[src/rcps_regs.svh]
/*
  Constants of the reset, clock and power sequencer: timing figures,
  phase lengths, vector address and divider ratios.
  Assumes a 50 MHz system clock and inclusion by bare name.
*/
`ifndef RCPS_REGS_SVH
`define RCPS_REGS_SVH

// ************************************************************
// Clock and timing
// ************************************************************
`define RCPS_CLK_PERIOD_NS 20
`define RCPS_TW_RSTL_OUT_NS 20000
`define RCPS_TW_RSTL_OUT_CYC \
  ((`RCPS_TW_RSTL_OUT_NS + `RCPS_CLK_PERIOD_NS - 1) / `RCPS_CLK_PERIOD_NS)

// ************************************************************
// Reset phases
// ************************************************************
`define RCPS_DELAY_SA_CYC 512
`define RCPS_DELAY_USB_CYC 256
`define RCPS_FETCH_CYC 2
`define RCPS_VECTOR_ADDR 16'hFFFE

// ************************************************************
// Oscillator and core clock ratios
// ************************************************************
`define RCPS_OSC_SA_MHZ 12
`define RCPS_OSC_USB_MHZ 48
`define RCPS_CORE_MAX_SA_MHZ 6
`define RCPS_CORE_MAX_USB_MHZ 8
`define RCPS_XFER_COP_MHZ 24
`define RCPS_DIV_W 5

`endif

[src/rcps_pkg.sv]
/*
  Types of the reset, clock and power sequencer.
  Assumes rcps_regs.svh is on the include path.
*/
`include "rcps_regs.svh"

package rcps_pkg;
  typedef enum logic [3:0] {
    RCPS_ACTIVE = 4'b0001,
    RCPS_DELAY = 4'b0010,
    RCPS_FETCH = 4'b0100,
    RCPS_RUN = 4'b1000
  } rcps_phase_e;

  typedef logic [1:0] rcps_prescale_t;
  typedef logic [`RCPS_DIV_W-1:0] rcps_div_t;
endpackage

[src/rcps_clkdiv.sv]
/*
  Square-wave divider: toggles every half_div clocks, so duty stays 50%.
  Assumes half_div is at least 1; a new ratio takes effect at once, in the half period in progress.
*/
`timescale 1ns/1ps
`default_nettype none

module rcps_clkdiv
  import rcps_pkg::*;
(
  // Clock and reset
  input wire logic clk,
  input wire logic nrst,
  // Ratio
  input wire rcps_pkg::rcps_div_t half_div,
  // Output wave and rising tick
  output logic clk_out,
  output logic rise
);
  rcps_div_t cnt_reg;
  logic clk_out_reg;
  logic rise_reg;

  always_ff @(posedge clk) begin
    if (!nrst) begin
      cnt_reg <= '0;
      clk_out_reg <= 1'b0;
      rise_reg <= 1'b0;
    end else if (cnt_reg + rcps_div_t'(1) >= half_div) begin
      cnt_reg <= '0;
      clk_out_reg <= ~clk_out_reg;
      rise_reg <= ~clk_out_reg;
    end else begin
      cnt_reg <= cnt_reg + rcps_div_t'(1);
      rise_reg <= 1'b0;
    end
  end

  assign clk_out = clk_out_reg;
  assign rise = rise_reg;
endmodule

`default_nettype wire

[src/rcps_stretch.sv]
/*
  Pulse stretcher: holds busy for CYCLES clocks after the last trigger.
  Assumes a synchronous trigger on clk.
*/
`timescale 1ns/1ps
`default_nettype none

module rcps_stretch #(
  parameter int CYCLES = 1000
) (
  // Clock and reset
  input wire logic clk,
  input wire logic nrst,
  // Trigger and result
  input wire logic trig,
  output logic busy
);
  localparam int W = $clog2(CYCLES + 1);
  localparam logic [W-1:0] LOAD = W'(CYCLES);

  logic [W-1:0] cnt_reg;

  // Retrigger restarts the full width
  always_ff @(posedge clk) begin
    if (!nrst) begin
      cnt_reg <= '0;
    end else if (trig) begin
      cnt_reg <= LOAD;
    end else if (cnt_reg != '0) begin
      cnt_reg <= cnt_reg - W'(1);
    end
  end

  assign busy = (cnt_reg != '0);
endmodule

`default_nettype wire

[src/rcps_top.sv]
/*
  Reset sequencer with clock and supply mode selection.
  Assumes all inputs synchronous to clk; the core clock is modelled as a
  divided wave of clk whose ratio follows the oscillator-relative divisor.
*/
`include "rcps_regs.svh"
`timescale 1ns/1ps
`default_nettype none

module rcps_top #(
  parameter bit HAS_UV_MONITOR = 1'b0,
  parameter int TW_RSTL_OUT_CYC = `RCPS_TW_RSTL_OUT_CYC
) (
  // Clock and reset
  input wire logic clk,
  input wire logic nrst,
  // Open-drain reset pin
  input wire logic rst_pin_i,
  output logic rst_pin_o,
  output logic rst_pin_oe,
  // Reset sources
  input wire logic uv_low,
  input wire logic wdg_underflow,
  input wire logic sw_reset,
  // Supply and option inputs
  input wire logic cable_present_flag,
  input wire logic plug_event_irq_enable,
  input wire logic usb_switch_opt_sel,
  input wire logic pll_lock,
  // Core clock control, misc_control_one bits
  input wire rcps_pkg::rcps_prescale_t cpu_clock_prescale,
  input wire logic prescale_select_enable,
  // Clock and power outputs
  output logic osc_48m_sel,
  output logic pll_enable,
  output logic usb_clk_enable,
  output logic usb_if_enable,
  output logic xfer_cop_clk_en,
  output logic core_clk,
  output var rcps_pkg::rcps_div_t core_div,
  // Supply switch pin, active low
  output logic usb_switch_enable_n_o,
  output logic usb_switch_enable_n_oe,
  // Core side
  output logic core_rst_n,
  output logic vec_fetch,
  output logic [15:0] vec_addr,
  output logic plug_irq,
  output logic usb_mode
);
  import rcps_pkg::*;

  // ************************************************************
  // Divider selection
  // ************************************************************
  // Returns the oscillator-to-core divisor. The table never goes below
  // the ratio that gives the mode ceiling, so software cannot overclock.
  function automatic rcps_div_t core_divisor(input logic usb,
                                             input logic en,
                                             input rcps_prescale_t cp);
    rcps_div_t d;
    d = '0;
    if (usb) begin
      unique case ({en, cp})
        3'b100: d = rcps_div_t'(`RCPS_OSC_USB_MHZ / `RCPS_CORE_MAX_USB_MHZ);
        3'b101: d = rcps_div_t'(`RCPS_OSC_USB_MHZ / 6);
        3'b110: d = rcps_div_t'(`RCPS_OSC_USB_MHZ / 4);
        3'b111: d = rcps_div_t'(`RCPS_OSC_USB_MHZ / 2);
        default: d = rcps_div_t'(`RCPS_OSC_USB_MHZ / 6);
      endcase
    end else begin
      unique case ({en, cp})
        3'b100: d = rcps_div_t'(`RCPS_OSC_SA_MHZ / `RCPS_CORE_MAX_SA_MHZ);
        3'b101: d = rcps_div_t'(`RCPS_OSC_SA_MHZ / 3);
        3'b110: d = rcps_div_t'(`RCPS_OSC_SA_MHZ / 2);
        3'b111: d = rcps_div_t'(`RCPS_OSC_SA_MHZ / 1);
        default: d = rcps_div_t'(`RCPS_OSC_SA_MHZ / 3);
      endcase
    end
    return d;
  endfunction

  // ************************************************************
  // Declarations
  // ************************************************************
  localparam logic [9:0] DELAY_SA = 10'(`RCPS_DELAY_SA_CYC);
  localparam logic [9:0] DELAY_USB = 10'(`RCPS_DELAY_USB_CYC);
  localparam logic [1:0] FETCH_LAST = 2'(`RCPS_FETCH_CYC - 1);
  localparam logic [15:0] VEC_BASE = `RCPS_VECTOR_ADDR;

  rcps_phase_e phase_reg;
  rcps_phase_e phase_next;
  logic [9:0] delay_cnt_reg;
  logic [1:0] fetch_cnt_reg;
  logic lock_seen_reg;
  logic pin_low_seen_reg;
  logic pin_ext_low;
  logic ext_trig;
  logic ext_busy;
  logic wdg_busy;
  logic src_active;
  logic dual_supply;
  logic usb_mode_reg;
  logic usb_mode_next;
  logic pin_oe_reg;
  logic core_rst_n_reg;
  logic vec_fetch_reg;
  logic [15:0] vec_addr_reg;
  logic cable_reg;
  logic plug_irq_reg;
  logic osc_sel_reg;
  logic pll_en_reg;
  logic usb_en_reg;
  logic xfer_en_reg;
  logic sw_oe_reg;
  rcps_div_t core_div_reg;
  rcps_div_t half_div;
  logic core_clk_w;
  logic core_rise;
  logic delay_done;

  // ************************************************************
  // Reset sources
  // ************************************************************
  // Own drive masked, else the pin would hold its own reset forever
  assign pin_ext_low = !rst_pin_i && !pin_oe_reg;
  // Pin recognised on its falling sample; a short pulse is stretched
  assign ext_trig = pin_ext_low && !pin_low_seen_reg;

  always_ff @(posedge clk) begin
    if (!nrst) begin
      pin_low_seen_reg <= 1'b0;
    end else begin
      pin_low_seen_reg <= pin_ext_low;
    end
  end

  rcps_stretch #(.CYCLES(TW_RSTL_OUT_CYC)) u_ext_stretch (
    .clk(clk),
    .nrst(nrst),
    .trig(ext_trig),
    .busy(ext_busy)
  );

  rcps_stretch #(.CYCLES(TW_RSTL_OUT_CYC)) u_wdg_stretch (
    .clk(clk),
    .nrst(nrst),
    .trig(wdg_underflow | sw_reset),
    .busy(wdg_busy)
  );

  // A pin still low when our drive ends re-enters the active phase
  assign src_active = ext_trig || pin_ext_low || ext_busy
                      || wdg_busy || wdg_underflow || sw_reset
                      || (HAS_UV_MONITOR && uv_low);

  // ************************************************************
  // Supply mode
  // ************************************************************
  // Monitor variants stay in reset below threshold, so no dual mode
  assign dual_supply = !HAS_UV_MONITOR && plug_event_irq_enable
                       && usb_switch_opt_sel;

  // Mode is taken only while in reset, so a plug or unplug takes effect
  // after the software reset that software issues on the interrupt
  always_comb begin
    usb_mode_next = usb_mode_reg;
    if (phase_reg == RCPS_ACTIVE) begin
      usb_mode_next = dual_supply ? cable_present_flag : 1'b1;
    end
  end

  always_ff @(posedge clk) begin
    if (!nrst) begin
      usb_mode_reg <= 1'b1;
    end else begin
      usb_mode_reg <= usb_mode_next;
    end
  end

  always_ff @(posedge clk) begin
    if (!nrst) begin
      osc_sel_reg <= 1'b0;
      pll_en_reg <= 1'b0;
      usb_en_reg <= 1'b0;
      xfer_en_reg <= 1'b0;
    end else begin
      osc_sel_reg <= usb_mode_reg;
      pll_en_reg <= usb_mode_reg;
      usb_en_reg <= usb_mode_reg && pll_lock;
      xfer_en_reg <= usb_mode_reg && pll_lock;
    end
  end

  // Switch driven low only in dual USB mode, else floating
  always_ff @(posedge clk) begin
    if (!nrst) begin
      sw_oe_reg <= 1'b0;
    end else begin
      sw_oe_reg <= dual_supply && usb_mode_next;
    end
  end

  // ************************************************************
  // Core clock
  // ************************************************************
  always_ff @(posedge clk) begin
    if (!nrst) begin
      core_div_reg <= rcps_div_t'(`RCPS_OSC_SA_MHZ / 3);
    end else begin
      core_div_reg <= core_divisor(usb_mode_reg,
                                   prescale_select_enable,
                                   cpu_clock_prescale);
    end
  end

  // Half period in clk cycles scales with the oscillator divisor
  assign half_div = (core_div_reg == '0) ? rcps_div_t'(1) : core_div_reg;

  rcps_clkdiv u_core_div (
    .clk(clk),
    .nrst(nrst),
    .half_div(half_div),
    .clk_out(core_clk_w),
    .rise(core_rise)
  );

  // ************************************************************
  // Reset phase sequencer
  // ************************************************************
  assign delay_done = usb_mode_reg
                      ? (delay_cnt_reg == DELAY_USB - 10'd1)
                      : (delay_cnt_reg == DELAY_SA - 10'd1);

  always_comb begin
    phase_next = phase_reg;
    unique case (phase_reg)
      RCPS_ACTIVE: begin
        if (!src_active) begin
          phase_next = RCPS_DELAY;
        end
      end
      RCPS_DELAY: begin
        if (src_active) begin
          phase_next = RCPS_ACTIVE;
        end else if (delay_done && core_rise
                     && (lock_seen_reg || !usb_mode_reg)) begin
          phase_next = RCPS_FETCH;
        end
      end
      RCPS_FETCH: begin
        if (src_active) begin
          phase_next = RCPS_ACTIVE;
        end else if (fetch_cnt_reg == FETCH_LAST) begin
          phase_next = RCPS_RUN;
        end
      end
      RCPS_RUN: begin
        if (src_active) begin
          phase_next = RCPS_ACTIVE;
        end
      end
      default: phase_next = RCPS_ACTIVE;
    endcase
  end

  always_ff @(posedge clk) begin
    if (!nrst) begin
      phase_reg <= RCPS_ACTIVE;
    end else begin
      phase_reg <= phase_next;
    end
  end

  // USB delay waits for lock before counting
  always_ff @(posedge clk) begin
    if (!nrst) begin
      lock_seen_reg <= 1'b0;
    end else if (phase_reg != RCPS_DELAY) begin
      lock_seen_reg <= 1'b0;
    end else if (pll_lock) begin
      lock_seen_reg <= 1'b1;
    end
  end

  always_ff @(posedge clk) begin
    if (!nrst) begin
      delay_cnt_reg <= '0;
    end else if (phase_reg != RCPS_DELAY) begin
      delay_cnt_reg <= '0;
    end else if (core_rise && (lock_seen_reg || !usb_mode_reg)
                 && !delay_done) begin
      delay_cnt_reg <= delay_cnt_reg + 10'd1;
    end
  end

  always_ff @(posedge clk) begin
    if (!nrst) begin
      fetch_cnt_reg <= '0;
    end else if (phase_reg != RCPS_FETCH) begin
      fetch_cnt_reg <= '0;
    end else begin
      fetch_cnt_reg <= fetch_cnt_reg + 2'd1;
    end
  end

  // ************************************************************
  // Pin, core reset and vector
  // ************************************************************
  always_ff @(posedge clk) begin
    if (!nrst) begin
      pin_oe_reg <= 1'b1;
    end else begin
      // Held through fetch too, so the pin rises with the core reset
      pin_oe_reg <= (phase_next != RCPS_RUN);
    end
  end

  always_ff @(posedge clk) begin
    if (!nrst) begin
      core_rst_n_reg <= 1'b0;
    end else begin
      core_rst_n_reg <= (phase_next == RCPS_RUN);
    end
  end

  always_ff @(posedge clk) begin
    if (!nrst) begin
      vec_fetch_reg <= 1'b0;
      vec_addr_reg <= VEC_BASE;
    end else begin
      vec_fetch_reg <= (phase_next == RCPS_FETCH);
      vec_addr_reg <= (phase_next == RCPS_FETCH && phase_reg == RCPS_FETCH)
                      ? VEC_BASE + 16'd1 : VEC_BASE;
    end
  end

  // ************************************************************
  // Plug event
  // ************************************************************
  always_ff @(posedge clk) begin
    if (!nrst) begin
      cable_reg <= 1'b0;
      plug_irq_reg <= 1'b0;
    end else begin
      cable_reg <= cable_present_flag;
      plug_irq_reg <= plug_event_irq_enable
                      && (cable_reg != cable_present_flag);
    end
  end

  // ************************************************************
  // Outputs
  // ************************************************************
  assign rst_pin_o = 1'b0;
  assign rst_pin_oe = pin_oe_reg;
  assign osc_48m_sel = osc_sel_reg;
  assign pll_enable = pll_en_reg;
  assign usb_clk_enable = usb_en_reg;
  assign usb_if_enable = usb_en_reg;
  assign xfer_cop_clk_en = xfer_en_reg;
  assign core_clk = core_clk_w;
  assign core_div = core_div_reg;
  assign usb_switch_enable_n_o = 1'b0;
  assign usb_switch_enable_n_oe = sw_oe_reg;
  assign core_rst_n = core_rst_n_reg;
  assign vec_fetch = vec_fetch_reg;
  assign vec_addr = vec_addr_reg;
  assign plug_irq = plug_irq_reg;
  assign usb_mode = usb_mode_reg;
endmodule

`default_nettype wire

[config.mk]
export PLATFORM = sky130hd
export DESIGN_NAME = rcps_top
export DESIGN_NICKNAME = d
export VERILOG_FILES = /design/src/rcps_pkg.sv /design/src/rcps_clkdiv.sv /design/src/rcps_stretch.sv /design/src/rcps_top.sv
export VERILOG_INCLUDE_DIRS = /design/src
export SDC_FILE = /design/constraint.sdc
export NUM_CORES = 1
export LEC_CHECK = 0
export BUFFER_PORTS_ARGS = -buffer_cell sky130_fd_sc_hd__buf_2
export CAP_MARGIN = 25
export CORE_UTILIZATION = 51
export CTS_BUF_LIST = sky130_fd_sc_hd__clkbuf_16
export DETAILED_ROUTE_END_ITERATION = 8
export PLACE_DENSITY_LB_ADDON = 0.25
export SLEW_MARGIN = 40
export SYNTH_ARGS = -nofsm -noshare
export SYNTH_HDL_FRONTEND = slang
export SYNTH_HIERARCHICAL = 1
export SYNTH_SLANG_ARGS = --single-unit
[constraint.sdc]
create_clock -name clk -period 2.3 [get_ports clk]
set_input_delay 0 -clock clk [delete_from_list [all_inputs] [get_ports clk]]
set_output_delay 0 -clock clk [all_outputs]
set_load 0.05 [all_outputs]
After elaboration in Yosys (flattened, before gate mapping)
Cells that the tools add are included.
{"block": "classes", "n_addsub": 5, "magnitude_cmp": 1, "n_eq_ne": 16, "muxes": 19, "n_bitwise": 3, "n_reduce_logical": 33}
{"operator": "10-bit two-way mux", "count": 4}
{"operator": "4-bit two-way mux", "count": 6}
{"operator": "10-bit nonzero test", "count": 2}
{"operator": "10-bit by 1-bit subtractor with 10-bit output (second input constant)", "count": 2}
{"operator": "4-bit one-hot mux with 4 select lines", "count": 1}
{"operator": "5-bit one-hot mux with 3 select lines", "count": 1}
{"operator": "4-bit one-hot mux with 3 select lines", "count": 1}
{"operator": "1-bit logical AND", "count": 11}
{"operator": "10-bit by 1-bit adder with 10-bit output (second input constant)", "count": 1}
{"operator": "10-bit by 8-bit equality test with 1-bit output (second input constant)", "count": 1}
{"operator": "10-bit by 9-bit equality test with 1-bit output (second input constant)", "count": 1}
{"operator": "5-bit two-way mux", "count": 2}
{"operator": "2-bit OR reduction", "count": 5}
{"operator": "3-bit equality test (second input constant)", "count": 3}
{"operator": "4-bit by 3-bit equality test with 1-bit output (second input constant)", "count": 2}
{"operator": "4-bit equality test (second input constant)", "count": 2}
{"operator": "1-bit logical OR", "count": 6}
{"operator": "5-bit by 1-bit adder with 5-bit output (second input constant)", "count": 1}
{"operator": "5-bit greater-or-equal comparator", "count": 1}
{"operator": "1-bit logical NOT", "count": 5}
{"operator": "5-bit logical NOT", "count": 1}
{"operator": "4-bit by 1-bit equality test with 1-bit output (second input constant)", "count": 1}
{"operator": "4-bit by 2-bit equality test with 1-bit output (second input constant)", "count": 1}
{"operator": "1-bit two-way mux", "count": 4}
{"operator": "10 further kinds", "count": 12}
{"block": "word_totals", "reg_bits": 75, "wordCells": 100}

Depth between registers and ports, before layout
{"block": "logic_depth", "word_depth": 13, "ltp_mapped": 8, "depth_no_buf": 8}

Hierarchy
The synthesis kept the hierarchy.
{"module": "rcps_top", "n_inst": 1, "cells_per_inst": 173, "area_each_um2": 1554.0}
{"module": "rcps_stretch", "n_inst": 2, "cells_per_inst": 64, "area_each_um2": 544.3}
{"module": "rcps_clkdiv", "n_inst": 1, "cells_per_inst": 45, "area_each_um2": 425.4}

Least setup slack after synthesis
No wires, ideal clock.
{"block": "synth_path", "path_kind": "reg-to-reg", "start": "reg u_ext_stretch.cnt_reg[0]", "end": "reg pin_oe_reg (netlist: rst_pin_oe)", "t_arrival_ns": 2.063, "required_time_ns": 2.166, "slack_ns": 0.103, "path_stages_with_launch": 8, "path_buffers": 0, "path_cell_list": "dfxtp_1 inv_1 ha_1 nor4b_1 nand3_1 nor3_4 nand4b_4 or4_1"}
{"block": "synth_via", "elab_chain_len": 8}
{"element": "from (decl)", "line": "rcps_stretch.sv:21", "source": "logic [W-1:0] cnt_reg;"}
{"element": "from (signal assigned)", "line": "rcps_stretch.sv:30", "source": "cnt_reg <= cnt_reg - W'(1);"}
{"element": "10-bit nonzero test (*)", "line": "rcps_stretch.sv:34", "source": "assign busy = (cnt_reg != '0);"}
{"element": "net ext_busy", "line": "rcps_top.sv:99", "source": "logic ext_busy;"}
{"element": "1-bit logical OR (*)", "line": "rcps_top.sv:153", "source": "assign src_active = ext_trig || pin_ext_low || ext_busy"}
{"element": "1-bit logical OR (*) (3 in series)", "line": "rcps_top.sv:154", "source": "|| wdg_busy || wdg_underflow || sw_reset"}
{"element": "4-bit two-way mux (on tied branches)"}
{"element": "4-bit one-hot mux with 4 select lines (*)", "line": "rcps_top.sv:237", "source": "unique case (phase_reg)"}
{"element": "4-bit inequality test (*)", "line": "rcps_top.sv:315", "source": "pin_oe_reg <= (phase_next != RCPS_RUN);"}
{"element": "to (signal assigned)", "line": "rcps_top.sv:315"}
{"element": "to (decl)", "line": "rcps_top.sv:105", "source": "logic pin_oe_reg;"}
The timed path passes the listed nets; every way through them passes the cells marked *.
A chain may end at the register's enable or synchronous reset.

Worst setup path in the final report
{"block": "layout_path", "start": "reg u_ext_stretch.cnt_reg[8]", "end": "reg pin_oe_reg (netlist: rst_pin_oe)"}
Same word-level chain as after synthesis.

==> summary.md <==
| Metric | Value |
|---|---|
| Final ANT Viol Nets | 0 |
| Relative slew slack | 54.72% |
| Vias in the first global route | 2371 |
| Metal2 WL | 3.069 mm |
| Clk_lat worst skew | 0.32 ns |
| Critical Path End Type | register |
| Initial antenna violation count | 0 |
| Mapped Cells | 346 |
| Clock Sinks | 59 |
| Via/cell ratio | 5.796 |
| Drt total wl | 6.421 mm |
| Area grow syn2layout | 15.99% |
| Max-cap violations | 0 |
| Dpl ws | 0.08857 ns |
| PwrDens | 971.3 nW/um^2 |
| Synthesized area per cell | 8.867 sq um |
| Syn Std Cell Area | 3068 sq um |
| Clock buffer depth | 2 |
| Area contributors post-synth | dfxtp_1, buf_4, ha_1, a21oi_1, nand2_1 |
| Synth warn | 6 |
| R2r endpoint | rst_pin_oe$_SDFF_PN1_ |
| Leak pwr | 1.448 nW |
| R2R depth | 5 |
| Number of antenna diodes | 0 |
| Wirelength per Cell | 13.93 um |
| Final #Nets | 408 |
| Crit path DAT | 2.34 ns |
| DRT Pass-1 Iters | 4 |
| Synth top area share | 38.50% |
| H-Tree Depth | 3 |
| Register area | 1181 sq um |
| Fin crit period | 2.147 ns |
| Status | complete, no violations |
| Global-route wire length before repair | 10.47 mm |
| Worst hold stages | 4 |
| Max Used Layer | met4 |
| Synth cell types | 57 |
| Core Rows | 27 |
| Worst Hold Class | in -> reg |
| Yosys reg bits | 59 |
| TritonCTS clock tree | yes |
| Post CTS Setup Buffer Count | 0 |
| Starting density of the core | 54.38% |
| Gr usage total | 21.67% |
| Layout Utilization | 63.07% |
| Initial DRC Count | 115 |
| RR Startpoint | u_ext_stretch/cnt_reg[8]$_SDFFE_PN0P_ |
| Vias | 2672 |
| Comb power frac | 29.6% |
| Primary FF master, synth | dfxtp_1 |
| Root Driver | clkbuf_16 |
| Switching power | 1.202 mW |
| I/O pins | 48 |
| DRC Markers | 0 |
| Final worst slack | 0.1532 ns |
| Total grt overflow | 0 |
| Startpoint Class | register |
| Setup slack, reg-to-reg | 0.15 ns |
| Hold Vio Cnt, Final | 0 |
| Clock-pin slew of the registers on the worst-case setup and hold paths | 0.05 ns |
| WP data required | 2.50 ns |
| Setup_tns | 0 ns |
| Multi-input combinational cell area | 1682 sq um |
| Clock skew | 0.005493 ns |
| Leading area contributor after synthesis | dfxtp_1 |
| Worst slew pin tran | 0.6730 ns |
| Hold EP | usb_mode$_SDFF_PN1_ |
| Post-synth EDFFs | 0 |
| CP Max Fanout | 8 |
| Post-synthesis sequential area ratio | 38.50% |
| Cell Int Power | 2.254 mW |
| DP HPWL | 4.346 mm |
| Num CTS Buffers | 9 |
| Core footprint | 5642 sq um |
| Die area | 6330 sq um |
| Sw frac | 34.78% |
| Asr flop ratio synth | 0% |
| HP Start | usb_switch_opt_sel |
| Final setup fails | 0 |
| Fmax | 0.4658 GHz |
| Sequential Power Share | 37.3% |
| Max VDD drop | 0.0006322 V |
| Fill cells | 480 |
| Largest net degree at the start of global routing | 29 |
| Metal-1 WL | 2.940 mm |
| Final GP Congestion | 0.8766 |
| Routed wire length on met3 | 322 um |
| Slew Limit Fails | 0 |
| Clock power share | 33.1% |
| Share of layout cells above drive strength 1 | 19.54% |
| RSZ-0062 raised after global routing | false |
| Period utilization | 93.34% |
| # port buffers | 28 |
| Tot Pwr | 3.456 mW |
| CP Class | reg -> reg |
| Die Ht | 79.56 um |
| DIE WIDTH | 79.56 um |
[critical path: stages, from the launching register on]
cell,delay [ns]
dfxtp_1,0.34
nor3_1,0.51
nand3_1,0.25
nor3_4,0.26
nand4b_4,0.17
or4_1,0.48
[Yosys cell counts (all sizes together) (5+ instances only)]
master and instances:
a21oi 21, a31oi 9, and2 6, buf 22, clkbuf 9, dfxtp 59, ha 10, inv 21
nand2 23, nand2b 6, nand3 9, nor2 21, nor2b 5, nor3 11, nor4 11, nor4b 7
o21ai 15, o31ai 10, or2 5, or3 7, or4 8, or4b 6
[placed cells by master (no fill, tap or decap), drive strengths merged, types with 11 or more instances in the layout]
cell type,n
inv,23
nand2,23
nor3,11
nor2,21
buf,34
o21ai,15
a21oi,21
conb,18
nor4,11
dfxtp,59
[cell families (layout without fill, tap and decap cells)]
| family | Yosys count | count (layout) | share of synthesized area, % |
|---|---|---|---|
| compound gates | 78 | 78 | 17.62 |
| fa+ha+maj | 10 | 10 | 4.078 |
| simple gates | 138 | 138 | 28.22 |
| mux | 1 | 1 | 0.3263 |
| xor+xnor | 6 | 6 | 1.958 |
| other cells | 2 | 18 | 0.2448 |
| flops | 59 | 59 | 38.50 |
| buf+inv | 52 | 79 | 9.054 |
[metal layers]
metal / track usage [%] / vias to the layer above
met1: 26.06 / 1250
met3: 6.171 / 6
li1: - / 1326
met5: 0 / -
met2: 34.96 / 90
met4: 11.09 / 0
[metrics by stage]
step | instances | cell area, sq um | hold slack, ns
finish | 461 | 3558 | 0.02856
global route | 461 | 3558 | 0.05704
CTS | 461 | 3546 | 0.02130
detailed placement | 437 | 3204 | 0.2333
global placement | 437 | 3204 | 0.2196
floorplan | 362 | 3128 | 0.1158
[worst max path at each step]
| stage | cells past startpoint | endpoint | start |
|---|---|---|---|
| CTS | 7 | rst_pin_oe$_SDFF_PN1_ | u_wdg_stretch/cnt_reg[0]$_SDFFE_PP0P_ |
| global route | 7 | rst_pin_oe$_SDFF_PN1_ | u_wdg_stretch/cnt_reg[0]$_SDFFE_PP0P_ |
| finish | 5 | rst_pin_oe$_SDFF_PN1_ | u_ext_stretch/cnt_reg[8]$_SDFFE_PN0P_ |
| global placement | 7 | rst_pin_oe$_SDFF_PN1_ | u_wdg_stretch/cnt_reg[0]$_SDFFE_PP0P_ |
| detailed placement | 7 | rst_pin_oe$_SDFF_PN1_ | u_wdg_stretch/cnt_reg[0]$_SDFFE_PP0P_ |
| floorplan | 7 | rst_pin_oe$_SDFF_PN1_ | u_ext_stretch/cnt_reg[0]$_SDFFE_PP0P_ |
[power groups by stage]
stage                     Sequential [mW]  Clock, mW  Combinational, mW
after floorplan                      1.32          0              0.747
after global placement               1.30          0              0.954
after detailed placement             1.30          0              0.981
after CTS                            1.28       1.16              0.996
after global routing                 1.31       1.21               1.11
final                                1.29       1.14               1.02
[cell type report]
class	instances	area share (%)
timing repair buffer	43	7.736
tap	72	2.532
inverter	21	2.215
clock inverter	6	0.7384
sequential	59	33.19
multi-input combinational	251	47.26
clock buffer	9	6.329
[timing repair]
| action | 4_1_cts | 5_1_grt |
|---|---|---|
| endpoints found under the hold margin | 7 | 0 |
| hold buffers | 9 | 0 |
| gates resized for setup | 0 | 2 |
| setup endpoints to repair | 0 | 1 |
No activity file was read; power rests on OpenSTA's default activity.
